## config.mk

```make
export PLATFORM = sky130hd
export DESIGN_NAME = srp_serial_register_port
export DESIGN_NICKNAME = d
export VERILOG_FILES = /design/src/core/srp_serial_register_port.v
export VERILOG_INCLUDE_DIRS = /design/src /design/src/core
export SDC_FILE = /design/constraint.sdc
export NUM_CORES = 1
export LEC_CHECK = 0
export BUFFER_PORTS_ARGS = -buffer_cell sky130_fd_sc_hd__buf_4
export CORE_ASPECT_RATIO = 1.2
export CORE_MARGIN = 1.5
export CORE_UTILIZATION = 40
export DETAILED_ROUTE_END_ITERATION = 10
export PLACE_DENSITY = 0.61
export SLEW_MARGIN = 20
export SYNTH_ARGS = -nofsm -noshare
export SYNTH_HDL_FRONTEND = slang
export SYNTH_SLANG_ARGS = --single-unit
```

## constraint.sdc

```tcl
create_clock -name i_mclk -period 3.9 [get_ports i_mclk]
set_input_delay 0.195 -clock i_mclk [delete_from_list [all_inputs] [get_ports i_mclk]]
set_output_delay 0.195 -clock i_mclk [all_outputs]
set_load 0.02 [all_outputs]
```

## src/core/srp_defines.vh

```
// Operation
// - every mode register is readable and writable through the port
// - a select bit chooses three-wire or four-wire; same clock and enable
// - three-wire: the one data pin carries both input and output data
// - first byte is instruction; bit 7 high means read, low means write
// - instruction bits 6:5 give data bytes: 00 one up to 11 four
// - instruction bits 4:0 give the start register address
// - all bytes shift most significant bit first
// - incoming data sampled on each rising serial clock edge
// - read: data pin is input for instruction, three-wire drives data, out pin floats
// - four-wire read: data driven on the dedicated output pin
// - after read, out pin low from last falling edge until enable rises; driven so in four-wire only, three-wire leaves it floating
`ifndef SRP_DEFINES_VH
`define SRP_DEFINES_VH
`define SRP_INST_RW      7
`define SRP_INST_CNT_HI  6
`define SRP_INST_CNT_LO  5
`define SRP_INST_ADR_HI  4
`define SRP_BIT_LAST     3'h7
`define SRP_BIT_FIRST    3'h0
`define SRP_REG_RESET    8'h00
`define SRP_ADR_STEP     5'h01
`endif

```

## src/core/srp_serial_register_port.v

```verilog
`timescale 1ns/100ps
`include "srp_defines.vh"

module srp_serial_register_port #(
    parameter NREG = 32
) (
    input  wire        i_mclk,
    input  wire        i_rst_n,
    input  wire        i_four_wire_select,
    input  wire        i_sclk,
    input  wire        i_serial_enable_n,
    input  wire        i_sdio,
    input  wire        i_serial_out_pin,
    output reg         o_sdio,
    output reg         o_sdio_oe,
    output reg         o_serial_out_pin,
    output reg         o_serial_out_pin_oe,
    output reg  [7:0]  o_reg_wdata,
    output reg  [4:0]  o_reg_waddr,
    output reg         o_reg_we,
    output reg  [8*NREG-1:0] o_reg_file
);

    // two-stage synchronisers; stage one is read by stage two only
    reg  [2:0] sclk_s;
    reg  [1:0] en_s;
    reg  [1:0] din_s;
    reg  [7:0] mem [0:NREG-1];
    reg  [7:0] shreg;
    reg  [7:0] txreg;
    reg  [2:0] bitcnt;
    reg        inst_done;
    reg        rd;
    reg  [1:0] left;
    reg  [4:0] addr;
    reg        rd_end;
    wire       rise = sclk_s[1] & ~sclk_s[2];
    wire       fall = ~sclk_s[1] & sclk_s[2];
    wire       act  = ~en_s[1];
    wire [7:0] nxt  = {shreg[6:0], din_s[1]};
    integer    k;

    always @(posedge i_mclk or negedge i_rst_n) begin
        if (!i_rst_n) begin
            sclk_s <= 3'h0;
            en_s   <= 2'h3;
            din_s  <= 2'h0;
        end else begin
            sclk_s <= {sclk_s[1], sclk_s[0], i_sclk};
            en_s   <= {en_s[0], i_serial_enable_n};
            // three-wire in, or dedicated pin unused: data always arrives on sdio
            din_s  <= {din_s[0], i_sdio};
        end
    end

    // frame engine; enable high aborts and rearms
    always @(posedge i_mclk or negedge i_rst_n) begin
        if (!i_rst_n) begin
            shreg     <= 8'h00;
            txreg     <= 8'h00;
            bitcnt    <= `SRP_BIT_FIRST;
            inst_done <= 1'b0;
            rd        <= 1'b0;
            left      <= 2'h0;
            addr      <= 5'h00;
            rd_end    <= 1'b0;
            o_reg_we  <= 1'b0;
            o_reg_wdata <= 8'h00;
            o_reg_waddr <= 5'h00;
            for (k = 0; k < NREG; k = k + 1)
                mem[k] <= `SRP_REG_RESET;
        end else begin
            o_reg_we <= 1'b0;
            if (!act) begin
                bitcnt    <= `SRP_BIT_FIRST;
                inst_done <= 1'b0;
                rd_end    <= 1'b0;
                rd        <= 1'b0;
            end else if (rise) begin
                shreg  <= nxt;
                bitcnt <= bitcnt + 3'h1;
                if (bitcnt == `SRP_BIT_LAST) begin
                    if (!inst_done) begin
                        inst_done <= 1'b1;
                        rd   <= nxt[`SRP_INST_RW];
                        left <= nxt[`SRP_INST_CNT_HI:`SRP_INST_CNT_LO];
                        addr <= nxt[`SRP_INST_ADR_HI:0];
                        txreg <= mem[nxt[`SRP_INST_ADR_HI:0]];
                    end else if (!rd_end) begin
                        if (!rd) begin
                            mem[addr]   <= nxt;
                            o_reg_we    <= 1'b1;
                            o_reg_wdata <= nxt;
                            o_reg_waddr <= addr;
                        end
                        addr  <= addr + `SRP_ADR_STEP;
                        txreg <= mem[addr + `SRP_ADR_STEP];
                        left  <= left - 2'h1;
                        // extra bytes beyond the count are ignored until enable rises
                        if (left == 2'h0)
                            rd_end <= 1'b1;
                    end
                end
            end
        end
    end

    // read driver; launches on falling edges
    always @(posedge i_mclk or negedge i_rst_n) begin
        if (!i_rst_n) begin
            o_sdio              <= 1'b0;
            o_sdio_oe           <= 1'b0;
            o_serial_out_pin    <= 1'b0;
            o_serial_out_pin_oe <= 1'b0;
        end else if (!act) begin
            o_sdio_oe           <= 1'b0;
            o_serial_out_pin_oe <= 1'b0;
            o_serial_out_pin    <= 1'b0;
        end else if (fall && inst_done && rd) begin
            if (rd_end) begin
                // last falling edge: quiet low on out pin in four-wire mode
                o_sdio_oe           <= 1'b0;
                o_serial_out_pin    <= 1'b0;
                o_serial_out_pin_oe <= i_four_wire_select;
            end else if (i_four_wire_select) begin
                o_serial_out_pin    <= txreg[`SRP_BIT_LAST - bitcnt];
                o_serial_out_pin_oe <= 1'b1;
                o_sdio_oe           <= 1'b0;
            end else begin
                o_sdio              <= txreg[`SRP_BIT_LAST - bitcnt];
                o_sdio_oe           <= 1'b1;
                o_serial_out_pin_oe <= 1'b0;
            end
        end
    end

    // flat view of the register bank for device logic
    genvar g;
    generate
        for (g = 0; g < NREG; g = g + 1) begin : g_flat
            always @(posedge i_mclk or negedge i_rst_n) begin
                if (!i_rst_n)
                    o_reg_file[8*g+7:8*g] <= `SRP_REG_RESET;
                else
                    o_reg_file[8*g+7:8*g] <= mem[g];
            end
        end
    endgenerate

endmodule // srp_serial_register_port

```

==> results.cfg <==
[floorplan]
start_util_pct = 40.4
die_h_um = 263
core_mm2 = 0.0559
chipWidth_um = 220
pin_count = 281
rows = 95
dieArea_mm2 = 0.0578

[sta]
final-setup-viol-count = 0
post-route-period-util_pct = 77.4
worst_hold_slack_ns = 0.248
setup_tns_ns = 0
fin_skew_ns = 0.0255
finalCriticalPeriod_ns = 3.02
slew_headroom_pct = 38.1
rsz0062_at_grt = no
tightest_slew_ns = 0.928
max_freq_mhz = 331
slew_viol_final = 0
finalHoldViolCount = 0

[clock_network]
cts_hold_buf = 5
clk_pin_slew_ns = 0.06
cts_buffer_depth = 3
clockRootBuffer = clkbuf_16
numCtsBuffers = 54
clk_latency_ns = 0.61
h-tree-depth = 2
cts_setup_buffers = 0
cts_tree = yes
cts_resized = 0
cts_sinks = 565

[detailed_routing]
wire_per_inst_um = 26.8
ant_nets = 0
drt_iter0_drc = 1006
via_per_inst = 5.50
wirelength_um = 66200
firstDrtPassIters = 5
drc = 0
vias = 13598

[logic_synthesis]
synthMuxAreaShare_pct = 28.0
synthArstFlopShare_pct = 100
synthAdderAreaFrac_pct = 0.388
synth_top_area_cell = dfrtp_1
yosysTopAreaCellShare_pct = 62.5
synth_area_mm2 = 0.0226
synth_nets = 1420
yosysWarnings = 0
synth_edf_count = 0
synth_top_family_by_area = multiplexers
synth_cell_types = 58
synth_xor_area_share_pct = 0.155
synthTopCellsByArea = dfrtp_1 62%, mux2_2 13%, mux4_2 11%, mux2i_1 3.6%, nand2_1 1.3%
yosys.area_share.simple_pct = 4.45
synth_seq_cells = 565
yosys_most_used_dff = dfrtp_1
synthCells = 1406
yosysSeqAreaShare_pct = 62.7
syn_area_per_cell_um2 = 16.0
synth_compound_area_share_pct = 2.73

[critical_path]
crit_type = flop to flop
critical_path_arrival_ns = 3.48
cp.required_ns = 4.37
r2r-start = inst_done
cp-endpoint = mem[39]
crit_path_max_fanout = 18
r2r_cells = 7
end_kind = flop
worstSetupStartpoint = inst_done
r2r-end = mem[39]
ff2ff_setup_slack_ns = 0.88
crit_path_start_kind = flop

[job]
drv_cap = 0

[power]
power.share.clock_pct = 44.7
p_switching_w = 0.00324
internal_power_w = 0.00970
peakVddDrop_mv = 0.347
p_comb_share_pct = 7.3
power_density_mw_per_mm2 = 467
switching_share_pct = 25.0
seqPwrFrac_pct = 48.0
p_leak_nw = 13.6

[hold_path]
hp-class = input port to asynchronous set/reset pin

[layout]
mostFrequentLayoutCells = 556 x dfrtp_1, 308 x buf_4, 266 x mux2_2, 111 x mux4_2, 80 x mux2i_1
final_common_cell = dfrtp_1
area_growth_pct = 22.8
nets = 1714
design_area_mm2 = 0.0277
fillCellCount = 4920
drive_gt1_share_pct = 47.5
diodes = 0
finalNonFillerCells = 2471

[placement]
hpwl_um = 44900
postPlaceCellArea_mm2 = 0.0257
io_buffers = 279
gp_congestion = 0.858
dp.cells = 2366

[global_routing]
grt_pass1_wl_um = 97700
grt_pass1_vias = 14439
grt_max_degree = 105
grt_antenna_before_repair = 0
grtUsageTotal_pct = 23.2
grt_overflow_total = 0

[outcome]
status = complete, no violations
==> power by group through the flow <==
stage | Clock (W) | Combinational [W] | Sequential [W]
global placement | 0 | 0.000923 | 0.00631
CTS | 0.00591 | 0.000947 | 0.00621
detailed placement | 0 | 0.000939 | 0.00632
finish | 0.00578 | 0.000942 | 0.00621
global route | 0.00615 | 0.00101 | 0.00622
floorplan | 0 | 0.000735 | 0.00603
==> sequential cells by signal (all words and copies together), names as in the netlist <==
signal               count
din_s                    2
en_s                     2
o_reg_waddr              5
o_serial_out_pin         1
o_sdio                   1
left                     2
inst_done                1
o_sdio_oe                1
bitcnt                   3
o_reg_file             256
addr                     5
rd                       1
txreg                    8
sclk_s                   3
o_serial_out_pin_oe      1
o_reg_wdata              8
rd_end                   1
shreg                    7
mem                    256
o_reg_we                 1
==> worst min-delay path by stage <==
stage,startpoint,end,slack (ns),cells past startpoint
floorplan,i_rst_n,addr[0],-0.10,0
global placement,i_serial_enable_n,en_s[0],0.31,1
detailed placement,i_serial_enable_n,en_s[0],0.31,1
CTS,i_sdio,din_s[0],0.22,2
global route,i_sdio,din_s[0],0.24,2
finish,i_rst_n,o_reg_file[52],0.25,2
==> worst max-delay path, cell delays in order, from the launching register on <==
cell	delay [ns]
dfrtp_1	0.36
inv_2	0.08
or4_4	0.55
nor3_4	0.16
buf_4	0.27
and2_1	0.63
nand4b_4	0.44
mux2_2	0.40
==> logic make-up (layout without fill, tap and decap cells) <==
group | after synthesis | count (layout)
AOI/OAI and AO/OA | 92 | 92
xor gates and xnor gates | 4 | 4
adders and majority gates | 7 | 7
buffers and inverters | 91 | 429
DFF | 565 | 565
muxes | 458 | 458
and+or+nand+nor | 189 | 189
==> per-stage QoR <==
step	setup slack (ns)	total power [W]	utilization (%)
global route	0.751	0.0134	49.6
floorplan	0.409	0.00677	-
CTS	0.846	0.0131	49.6
detailed placement	0.876	0.00726	46.0
finish	0.882	0.0129	49.6
global placement	0.927	0.00724	46.0
==> routing by layer <==
layer | global-route usage (%) | wire length (µm) | vias up
li1 | - | - | 5792
met1 | 30.5 | 27000 | 7253
met2 | 38.0 | 33100 | 409
met3 | 3.86 | 3380 | 144
met4 | 9.97 | 2810 | 0
met5 | 0 | 0 | -
==> cell type report <==
type                       count  area (µm²)  share of cell area [%]
tap                          727         910                    3.28
clock buffer                  71        1520                    5.47
multi-input combinational    750        8080                    29.2
clock inverter                29         460                    1.66
sequential                   565       14200                    51.1
inverter                       6        22.5                  0.0813
timing repair buffer         323        2560                    9.23
==> synth_stat cells (11+ instances only) <==
cell type,instances
buf_2,11
clkbuf_1,56
dfrtp_1,563
a21oi_1,15
o22ai_1,18
mux2i_1,80
mux2_2,266
nand3_1,12
buf_1,17
nor3_1,15
nor2_1,22
o21ai_0,16
nand2_1,76
nor2_2,15
mux4_2,111
(Power assumes the default switching activity.)
